**config.mk**
```make
export PLATFORM = sky130hd
export DESIGN_NAME = sril_loader
export DESIGN_NICKNAME = d
export VERILOG_FILES = /design/src/logic/sril_pkg.sv /design/src/logic/sril_loader.sv
export SDC_FILE = /design/constraint.sdc
export NUM_CORES = 1
export LEC_CHECK = 0
export BUFFER_PORTS_ARGS = -buffer_cell sky130_fd_sc_hd__buf_2
export CORE_MARGIN = 3
export CORE_UTILIZATION = 35
export CTS_CLUSTER_DIAMETER = 150
export DETAILED_ROUTE_END_ITERATION = 7
export PLACE_DENSITY_LB_ADDON = 0.05
export SYNTH_ARGS = -nofsm -noshare
export SYNTH_HDL_FRONTEND = slang
export SYNTH_SLANG_ARGS = --single-unit
export TNS_END_PERCENT = 30
```
**constraint.sdc**
```tcl
create_clock -name clk_sys -period 22.8 [get_ports clk_sys]
set_input_delay 2.28 -clock clk_sys [delete_from_list [all_inputs] [get_ports clk_sys]]
set_output_delay 2.28 -clock clk_sys [all_outputs]
set_load 0.02 [all_outputs]
```
**src/logic/sril_pkg.sv**
```systemverilog
package sril_pkg;

  localparam int SCAN_BITS  = 200;
  localparam int SER_PERIOD = 126;
  localparam int SER_HALF   = SER_PERIOD / 2;
  localparam int SER_SAMPLE = SER_HALF - 1;
  localparam int SETTLE     = 7;
  localparam int IDX_W      = 8;

  localparam logic [7:0]  OFS_ICFLUSH = 8'h00;
  localparam logic [7:0]  OFS_BCCFG   = 8'h04;
  localparam logic [7:0]  OFS_CTRL    = 8'h08;
  localparam logic [7:0]  OFS_STATUS  = 8'h0C;
  localparam logic [7:0]  OFS_BIUCFG  = 8'h10;

  localparam logic [31:0] BCCFG_RESET = 32'h0001_7441;
  localparam int          BCSIZE_LSB  = 4;
  localparam int          CTRL_DC_EN  = 0;
  localparam int          CTRL_BC_EN  = 1;
  localparam int          CTRL_SC_EN  = 2;
  localparam int          CTRL_PIN_OE = 3;
  localparam int          CTRL_PIN_CK = 4;
  localparam logic [4:0]  CTRL_RESET  = 5'h04;
  localparam int          STS_IDX_LSB = 8;
  localparam logic [39:0] FIRST_FETCH = 40'h00_0000_0000;

  typedef enum logic [4:0] {
    S_SELFTEST = 5'h01,
    S_FLUSH    = 5'h02,
    S_SAMPLE   = 5'h04,
    S_LOAD     = 5'h08,
    S_DONE     = 5'h10
  } sril_phase_t;

  typedef struct packed {
    logic        rd;
    logic        wr;
    logic [7:0]  addr;
    logic [31:0] wdata;
  } sril_req_t;

  // one cache location as written in parallel; tag holds bits 42..13
  typedef struct packed {
    logic [29:0]  tag;
    logic         address_space_match;
    logic [6:0]   address_space_number;
    logic         phys;
    logic [1:0]   valid;
    logic         tag_par;
    logic [127:0] data;
    logic [1:0]   data_par;
    logic [9:0]   pre_hi;
    logic [9:0]   pre_lo;
    logic [7:0]   branch_history_bits;
  } sril_line_t;

  // p[0] is the last bit shifted in, p[199] the first
  function automatic sril_line_t sril_unpack(input logic [SCAN_BITS-1:0] p);
    sril_line_t l;
    l = '0;
    for (int k = 0; k < 32; k++) begin
      l.data[127-k] = p[8+2*k];
      l.data[95-k]  = p[9+2*k];
      l.data[63-k]  = p[94+2*k];
      l.data[31-k]  = p[95+2*k];
    end
    l.branch_history_bits  = p[7:0];
    l.pre_hi               = p[81:72];
    l.data_par             = {p[82], p[83]};
    l.pre_lo               = p[93:84];
    l.tag_par              = p[158];
    l.valid                = p[160:159];
    l.phys                 = p[161];
    l.address_space_number = p[168:162];
    l.address_space_match  = p[169];
    l.tag                  = p[199:170];
    return l;
  endfunction

  // {valid, set} of the victim set picked by the backup cache size field
  function automatic logic [2:0] sril_victim(input logic [2:0] size);
    case (size)
      3'h1:    sril_victim = 3'h4;
      3'h2:    sril_victim = 3'h5;
      3'h4:    sril_victim = 3'h6;
      default: sril_victim = 3'h0;
    endcase
  endfunction

endpackage

```
**src/logic/sril_loader.sv**
```systemverilog
// Function
// - absent ROM: skip load, clear cache valids
// - skipped load: first fetch misses cache
// - present ROM: load and drive output enable
// - serial clock period is 126 cycles
// - one data bit taken per serial clock
// - load writes every bit of every block
// - load runs unattended, lowest to highest address
// - access interval may vary one system cycle
// - shift 200 bits, then write in parallel
// - tag bit 42 first, history bit 0 last
// - data and predecode bits interleaved in path
// - after load pins become software parallel I/O
// - cache flushed before load in any case
// - reset flushes second-level cache, leaves it enabled
// - first fetch at address 0, cacheable, probes L2
// - reset disables data cache without flushing
// - reset disables backup cache
// - bus unit starts from configuration reset values
// - write to flush control flushes cache
// - size field powers up at 1MB encoding
// - size 1,2,4 picks victim set 0,1,2 while backup cache is disabled
// - internal reset held through self-test
//
// The address map and the address-and-strobe port were left to the implementer.
`timescale 1ns/1ps
module sril_loader
  import sril_pkg::*;
#(
  parameter int          ICACHE_LINES = 256,
  parameter logic [31:0] BIU_RESET    = 32'h0000_0000
) (
  input  wire logic                 clk_sys,
  input  wire logic                 nrst,
  input  wire logic                 rom_present_n,
  input  wire logic                 rom_data,
  output logic                      rom_oe_n,
  output logic                      rom_clk,
  input  wire logic                 selftest_done,
  input  wire sril_pkg::sril_req_t  bus_req,
  output logic [31:0]               bus_rdata,
  output logic                      ic_wr_en,
  output logic [sril_pkg::IDX_W-1:0] ic_wr_addr,
  output sril_pkg::sril_line_t      ic_wr_line,
  output logic                      ic_invalidate,
  output logic                      scache_flush,
  output logic                      scache_enable,
  output logic                      dcache_enable,
  output logic                      bcache_enable,
  output logic [1:0]                victim_set,
  output logic                      victim_set_valid,
  output logic [31:0]               biu_config,
  output logic                      cpu_reset_n,
  output logic                      fetch_start,
  output logic [39:0]               fetch_addr,
  output logic                      fetch_cacheable
);
  import sril_pkg::*;

  typedef struct packed {
    sril_phase_t      phase;
    logic [2:0]       dsync;
    logic [2:0]       psync;
    logic             data_f;
    logic             pres_n_f;
    logic [6:0]       cnt;
    logic [7:0]       bitcnt;
    logic [IDX_W-1:0] line;
    logic [SCAN_BITS-1:0] path;
    logic             rom_oe_n;
    logic             rom_clk;
    logic             ic_wr_en;
    logic [IDX_W-1:0] ic_wr_addr;
    sril_line_t       ic_wr_line;
    logic             ic_inval;
    logic             sc_flush;
    logic             cpu_rst_n;
    logic             fetch_start;
    logic [39:0]      fetch_addr;
    logic             fetch_cach;
    logic             load_done;
    logic [31:0]      rdata;
    logic [31:0]      bccfg;
    logic [4:0]       ctrl;
    logic [31:0]      biucfg;
    logic [2:0]       vsel;
  } sril_st_t;

  logic [1:0] rst_q;
  logic       rst_n;
  sril_st_t   st;
  sril_st_t   next_st;
  logic [2:0] next_vsel;

  always_ff @(posedge clk_sys or negedge nrst) begin
    if (!nrst) begin
      rst_q <= 2'h0;
    end else begin
      rst_q <= {rst_q[0], 1'b1};
    end
  end
  assign rst_n = rst_q[1];

  always_comb begin
    next_st             = st;
    next_vsel           = 3'h0;
    next_st.ic_wr_en    = 1'b0;
    next_st.ic_inval    = 1'b0;
    next_st.sc_flush    = 1'b0;
    next_st.fetch_start = 1'b0;

    // first stage feeds only the second; a change counts once stages 2 and 3 agree
    next_st.dsync = {st.dsync[1:0], rom_data};
    next_st.psync = {st.psync[1:0], rom_present_n};
    if (st.dsync[1] == st.dsync[2]) begin
      next_st.data_f = st.dsync[2];
    end
    if (st.psync[1] == st.psync[2]) begin
      next_st.pres_n_f = st.psync[2];
    end

    if (bus_req.rd) begin
      case (bus_req.addr)
        OFS_BCCFG:  next_st.rdata = st.bccfg;
        OFS_CTRL:   next_st.rdata = {27'h0, st.ctrl};
        OFS_BIUCFG: next_st.rdata = st.biucfg;
        OFS_STATUS: begin
          next_st.rdata = 32'h0;
          next_st.rdata[STS_IDX_LSB +: IDX_W] = st.line;
          next_st.rdata[3:0] = {st.data_f, ~st.pres_n_f, st.phase == S_LOAD, st.load_done};
        end
        default:    next_st.rdata = 32'h0;
      endcase
    end
    if (bus_req.wr) begin
      case (bus_req.addr)
        OFS_ICFLUSH: next_st.ic_inval = 1'b1;
        OFS_BCCFG:   next_st.bccfg    = bus_req.wdata;
        OFS_CTRL:    next_st.ctrl     = bus_req.wdata[4:0];
        OFS_BIUCFG:  next_st.biucfg   = bus_req.wdata;
        default:     next_st.rdata    = st.rdata;
      endcase
    end

    // victim steering only means something while no backup cache is in use
    if (!st.ctrl[CTRL_BC_EN]) begin
      next_vsel = sril_victim(st.bccfg[BCSIZE_LSB +: 3]);
    end
    next_st.vsel = next_vsel;

    case (st.phase)
      S_SELFTEST: begin
        // core stays in reset until the cache self-test reports completion
        if (selftest_done) begin
          next_st.phase = S_FLUSH;
        end
      end
      S_FLUSH: begin
        next_st.ic_inval = 1'b1;
        next_st.sc_flush = 1'b1;
        next_st.cnt      = 7'h00;
        next_st.phase    = S_SAMPLE;
      end
      S_SAMPLE: begin
        // wait for the presence filter to settle before trusting it
        next_st.cnt = st.cnt + 7'h01;
        if (st.cnt == 7'(SETTLE)) begin
          next_st.cnt = 7'h00;
          if (st.pres_n_f) begin
            next_st.ic_inval    = 1'b1;
            next_st.phase       = S_DONE;
            next_st.cpu_rst_n   = 1'b1;
            next_st.fetch_start = 1'b1;
          end else begin
            next_st.rom_oe_n = 1'b0;
            next_st.bitcnt   = 8'h00;
            next_st.line     = '0;
            next_st.phase    = S_LOAD;
          end
        end
      end
      S_LOAD: begin
        // exact 126-cycle period; the ROM must absorb the one-cycle slip of resync
        next_st.cnt = (st.cnt == 7'(SER_PERIOD - 1)) ? 7'h00 : st.cnt + 7'h01;
        next_st.rom_clk = (next_st.cnt >= 7'(SER_HALF));
        if (st.cnt == 7'(SER_SAMPLE)) begin
          next_st.path = {st.path[SCAN_BITS-2:0], st.data_f};
          if (st.bitcnt == 8'(SCAN_BITS - 1)) begin
            next_st.bitcnt     = 8'h00;
            next_st.ic_wr_en   = 1'b1;
            next_st.ic_wr_addr = st.line;
            next_st.ic_wr_line = sril_unpack(next_st.path);
            next_st.line       = st.line + IDX_W'(1);
            if (st.line == IDX_W'(ICACHE_LINES - 1)) begin
              next_st.rom_oe_n    = 1'b1;
              next_st.rom_clk     = 1'b0;
              next_st.load_done   = 1'b1;
              next_st.phase       = S_DONE;
              next_st.cpu_rst_n   = 1'b1;
              next_st.fetch_start = 1'b1;
            end
          end else begin
            next_st.bitcnt = st.bitcnt + 8'h01;
          end
        end
      end
      S_DONE: begin
        // pins are plain software outputs from here on
        next_st.rom_oe_n = ~st.ctrl[CTRL_PIN_OE];
        next_st.rom_clk  = st.ctrl[CTRL_PIN_CK];
      end
      default: begin
        next_st.phase = S_SELFTEST;
      end
    endcase

    if (next_st.fetch_start) begin
      next_st.fetch_addr = FIRST_FETCH;
      next_st.fetch_cach = 1'b1;
    end
  end

  always_ff @(posedge clk_sys or negedge rst_n) begin
    if (!rst_n) begin
      st          <= '0;
      st.phase    <= S_SELFTEST;
      st.pres_n_f <= 1'b1;
      st.psync    <= 3'h7;
      st.rom_oe_n <= 1'b1;
      st.bccfg    <= BCCFG_RESET;
      st.ctrl     <= CTRL_RESET;
      st.biucfg   <= BIU_RESET;
    end else begin
      st <= next_st;
    end
  end

  assign rom_oe_n         = st.rom_oe_n;
  assign rom_clk          = st.rom_clk;
  assign bus_rdata        = st.rdata;
  assign ic_wr_en         = st.ic_wr_en;
  assign ic_wr_addr       = st.ic_wr_addr;
  assign ic_wr_line       = st.ic_wr_line;
  assign ic_invalidate    = st.ic_inval;
  assign scache_flush     = st.sc_flush;
  assign scache_enable    = st.ctrl[CTRL_SC_EN];
  assign dcache_enable    = st.ctrl[CTRL_DC_EN];
  assign bcache_enable    = st.ctrl[CTRL_BC_EN];
  assign victim_set       = st.vsel[1:0];
  assign victim_set_valid = st.vsel[2];
  assign biu_config       = st.biucfg;
  assign cpu_reset_n      = st.cpu_rst_n;
  assign fetch_start      = st.fetch_start;
  assign fetch_addr       = st.fetch_addr;
  assign fetch_cacheable  = st.fetch_cach;

  // helper state read only by the checks below
  logic [7:0] gap;
  logic       seen_rise;
  logic       first_bit;
  logic       rclk_q;
  always_ff @(posedge clk_sys or negedge rst_n) begin
    if (!rst_n) begin
      gap       <= 8'h00;
      seen_rise <= 1'b0;
      first_bit <= 1'b0;
      rclk_q    <= 1'b0;
    end else begin
      rclk_q <= st.rom_clk;
      gap <= (st.rom_clk && !rclk_q) ? 8'h01 : gap + 8'h01;
      if (st.rom_clk && !rclk_q) begin
        seen_rise <= (st.phase == S_LOAD);
      end
      if (st.phase == S_LOAD && st.cnt == 7'(SER_SAMPLE) && st.bitcnt == 8'h00) begin
        first_bit <= st.data_f;
      end
    end
  end
endmodule

```
==> flow_metrics.py <==
metrics = {
    "status": {
        "run_status": "finished, final reports clean",
    },
    "clocking": {
        "clock_tree.buffer_depth": 3,
        "clk_latency_ns": 0.59,
        "clk_pin_slew_ns": 0.05,
        "root_buffer": "sky130_fd_sc_hd__clkbuf_16",
        "cts_tree": "yes",
        "tritoncts.num_buffers": 66,
        "cts_hold_repair.buffers": 0,
        "htreeDepth": 3,
        "numClockSinks": 558,
        "cts-resized-gates": 0,
        "cts_setup_buffers": 0,
    },
    "setup_path": {
        "worstSetupStartpointType": "register",
        "critPathTopFamily": "buffers and inverters",
        "crit_chain": "or3b_1, nor4_4, buf_4, buf_4, buf_4, mux2_2",
        "class_of_the_most_critical_setup_path": "register to register",
        "worstReg2RegEnd": "st[431]",
        "timing.critical_path.arrival_ns": 4.79,
        "cpMostUsedCell": "sky130_fd_sc_hd__buf_4",
        "crit-reg2reg-launch": "st[593]",
        "wp_data_required_ns": 23.26,
        "endpoint_kind": "register",
        "timing.reg2reg.worst_path_depth": 6,
        "rrSetupSlack_ns": 18.47,
        "max_stage_delay_ns": 0.95,
        "timing.critical_path.buf_inv": 3,
        "slowest_stage": "sky130_fd_sc_hd__buf_4",
        "critPathMaxFanout": 80,
    },
    "sta": {
        "rsz0062_at_grt": "no",
        "setup_viol": 0,
        "holdWs_ns": 0.353,
        "worstMarginPinSlew_ns": 1.07,
        "maxSlewViolCount": 0,
        "min_period_over_period_pct": 19.0,
        "final.setup.tns_ns": 0,
        "timing.slew.headroom_pct": 28.4,
        "finalCriticalPeriod_ns": 4.33,
        "finClkSkew_ns": 0.0235,
        "final_hold_violation_count": 0,
        "max_clock_freq_mhz": 231,
    },
    "layout": {
        "num-nets-final": 2266,
        "drive_gt1_share_pct": 33.5,
        "final.fill_count": 6695,
        "n_antenna_cell": 0,
        "area_growth_from_synthesis_to_layout_pct": 10.4,
        "fraction_of_the_core_area_covered_by_cells_at_the_end_of_the_flow_pct": 39.3,
    },
    "detailed_routing": {
        "vias": 14440,
        "detail_route.drc_violations": 0,
        "routed_wire_length_um": 55800,
        "drt-pass1-iter-count": 5,
        "detailedRoute.firstIterationViolations": 757,
        "route.met3.wl_um": 4140,
        "postRouteAntennaNets": 0,
        "route.top_layer_used": "met5",
        "detail_route.vias_per_cell": 4.61,
        "post_drt_wl_per_cell_um": 17.8,
        "m1WireLength_um": 24800,
        "dr_wl_met2_um": 25700,
    },
    "power_and_ir_drop": {
        "p_leak_nw": 14.5,
        "irDropWorstVdd_mv": 0.0397,
        "pwr_density_cell_nw_per_um2": 81.5,
    },
    "floorplan": {
        "dieArea_sq_um": 72000,
        "floorplan.die.width_um": 268,
        "fp-row-count": 95,
        "effective_utilization_at_floorplan_pct": 35.6,
        "core_region_area_sq_um": 67600,
        "die_height_um": 268,
        "ioPinCount": 373,
    },
    "synthesis": {
        "synth_top_flop_cell": "sky130_fd_sc_hd__dfrtp_1",
        "async_flop_share_pct": 100,
        "muxShareOfSynthArea_pct": 13.2,
        "synth.area.top_cells": "sky130_fd_sc_hd__dfrtp_1 57%, sky130_fd_sc_hd__mux2_2 13%, sky130_fd_sc_hd__nand2_1 10%",
        "adder_cell_area_share_of_the_yosys_netlist_pct": 0.385,
        "synth.yosys.seq_area_share_pct": 58.1,
        "synth_top_cells_by_count": "652 x sky130_fd_sc_hd__nand2_1, 544 x sky130_fd_sc_hd__dfrtp_1, 314 x sky130_fd_sc_hd__buf_4, 274 x sky130_fd_sc_hd__mux2_2, 61 x sky130_fd_sc_hd__buf_2",
        "synth.yosys.warnings": 0,
        "netlist-cell-type-count": 57,
        "yosysTopAreaCellShare_pct": 56.5,
        "post-synth-top-count-cell": "sky130_fd_sc_hd__nand2_1",
        "synthXorXnorAreaFrac_pct": 0.146,
        "area_fraction_in_compound_gates_after_synthesis_pct": 3.73,
        "postSynthRegisterBits": 558,
        "largest_area_contributor_in_the_synthesized_netlist": "sky130_fd_sc_hd__dfrtp_1",
        "number_of_enable_flip_flop_cells_after_synthesis": 0,
        "yosys.area_share.simple_pct": 12.7,
        "synth_top_family_by_area": "multiplexers",
        "syn_area_per_cell_sq_um": 11.1,
        "mappedNetlistArea_sq_um": 24100,
        "syn-instance-count": 2169,
    },
    "worst_hold_path": {
        "holdPathEnd": "next_st[591]",
        "hold_class": "register to register",
        "whs_path_depth": 0,
        "worstHoldStart": "next_st[590]",
    },
    "placement": {
        "place.port_buffers": 332,
        "hpwl_um": 36000,
        "gp_congestion": 0.738,
    },
    "grt": {
        "grt_usage_pct": 15.5,
        "maximum_number_of_pins_on_one_net_before_global_route_repair": 158,
        "number_of_global_route_vias_before_repair": 15123,
        "grt_remaining_overflow": 0,
        "antenna_found_initial": 3,
        "grt_first_pass_wirelength_um": 87700,
    },
    "run": {
        "max_cap_violations": 0,
    },
}
## state kept, by name (all words and copies together) (netlist names), 2 cells and up
signal,cells
ic_wr_line,200
biu_config,32
victim_set,2
rst_q,2
ic_wr_addr,8
st,266
bus_rdata,32
next_st,4
## cell families after synthesis
family                   count (synthesis)
XOR/XNOR                                 4
other                                    2
flip-flops                             558
adder cells (fa/ha/maj)                  8
AND/OR/NAND/NOR                        755
multiplexers                           282
AO/OA/AOI/OAI                          137
buffers and inverters                  423
## layer usage
layer | vias to the layer above | global-route usage [%]
met5 | - | 0
li1 | 6851 | -
met2 | 315 | 24.3
met3 | 79 | 4.98
met4 | 6 | 4.67
met1 | 7189 | 20.4
## stage by stage
stage	total power [mW]	setup slack [ns]	instances	area, sq um
finish	2.17	18.47	3134	26600
CTS	2.21	18.32	3134	26600
global route	2.26	18.13	3134	26600
global placement	1.11	18.22	3019	24300
floorplan	1.10	6.12	2208	24200
detailed placement	1.12	18.13	3019	24300
## how the worst max path moves through the flow
stage | from | endpoint | depth (start not counted)
CTS | st[593] | st[531] | 6
global placement | bus_req[37] | bus_rdata[24] | 6
global route | st[593] | st[532] | 6
floorplan | rst_q[1] | bcache_enable | 0
finish | st[593] | st[431] | 6
detailed placement | bus_req[37] | bus_rdata[17] | 6
## worst reg2reg max path, stage by stage, from the launching register on
cell and delay [ns]:
sky130_fd_sc_hd__dfrtp_1 0.47, sky130_fd_sc_hd__or3b_1 0.46, sky130_fd_sc_hd__nor4_4 0.34, sky130_fd_sc_hd__buf_4 0.81, sky130_fd_sc_hd__buf_4 0.98, sky130_fd_sc_hd__buf_4 0.75
sky130_fd_sc_hd__mux2_2 0.43
## report_power, final
group / internal [mW] / leakage [nW] / total, mW / switching (mW)
sequential: 1.00 / 7.67 / 1.02 / 0.0141
clock: 0.658 / 1.10 / 1.07 / 0.410
combinational: 0.0233 / 5.76 / 0.0788 / 0.0554
total: 1.69 / 14.5 / 2.17 / 0.479
## cells in the final DEF, fill, tap and decap left out, types with 7 or more instances in the layout
cell type                     n
sky130_fd_sc_hd__o31ai_1      7
sky130_fd_sc_hd__nor2_1      28
sky130_fd_sc_hd__nand2_1    651
sky130_fd_sc_hd__a22o_1       7
sky130_fd_sc_hd__nand3_1     20
sky130_fd_sc_hd__clkbuf_1    11
sky130_fd_sc_hd__o21ai_0     47
sky130_fd_sc_hd__dfstp_2     14
sky130_fd_sc_hd__dfrtp_1    543
sky130_fd_sc_hd__clkbuf_8    28
sky130_fd_sc_hd__buf_4       14
sky130_fd_sc_hd__mux2_2     274
sky130_fd_sc_hd__a22oi_1     32
sky130_fd_sc_hd__inv_1       12
sky130_fd_sc_hd__buf_2      332
sky130_fd_sc_hd__a21oi_1     22
sky130_fd_sc_hd__clkbuf_16   68
sky130_fd_sc_hd__conb_1      41
## cell type report
class / instances / area [sq um] / share of cell area (%)
tap: 873 / 1090 / 4.11
sequential: 558 / 14000 / 52.6
clock buffer: 107 / 2130 / 8.01
timing repair buffer: 348 / 1810 / 6.80
clock inverter: 8 / 108 / 0.405
inverter: 13 / 53.8 / 0.202
multi-input combinational: 1227 / 7400 / 27.9
Power figures use the tool's default switching activity.
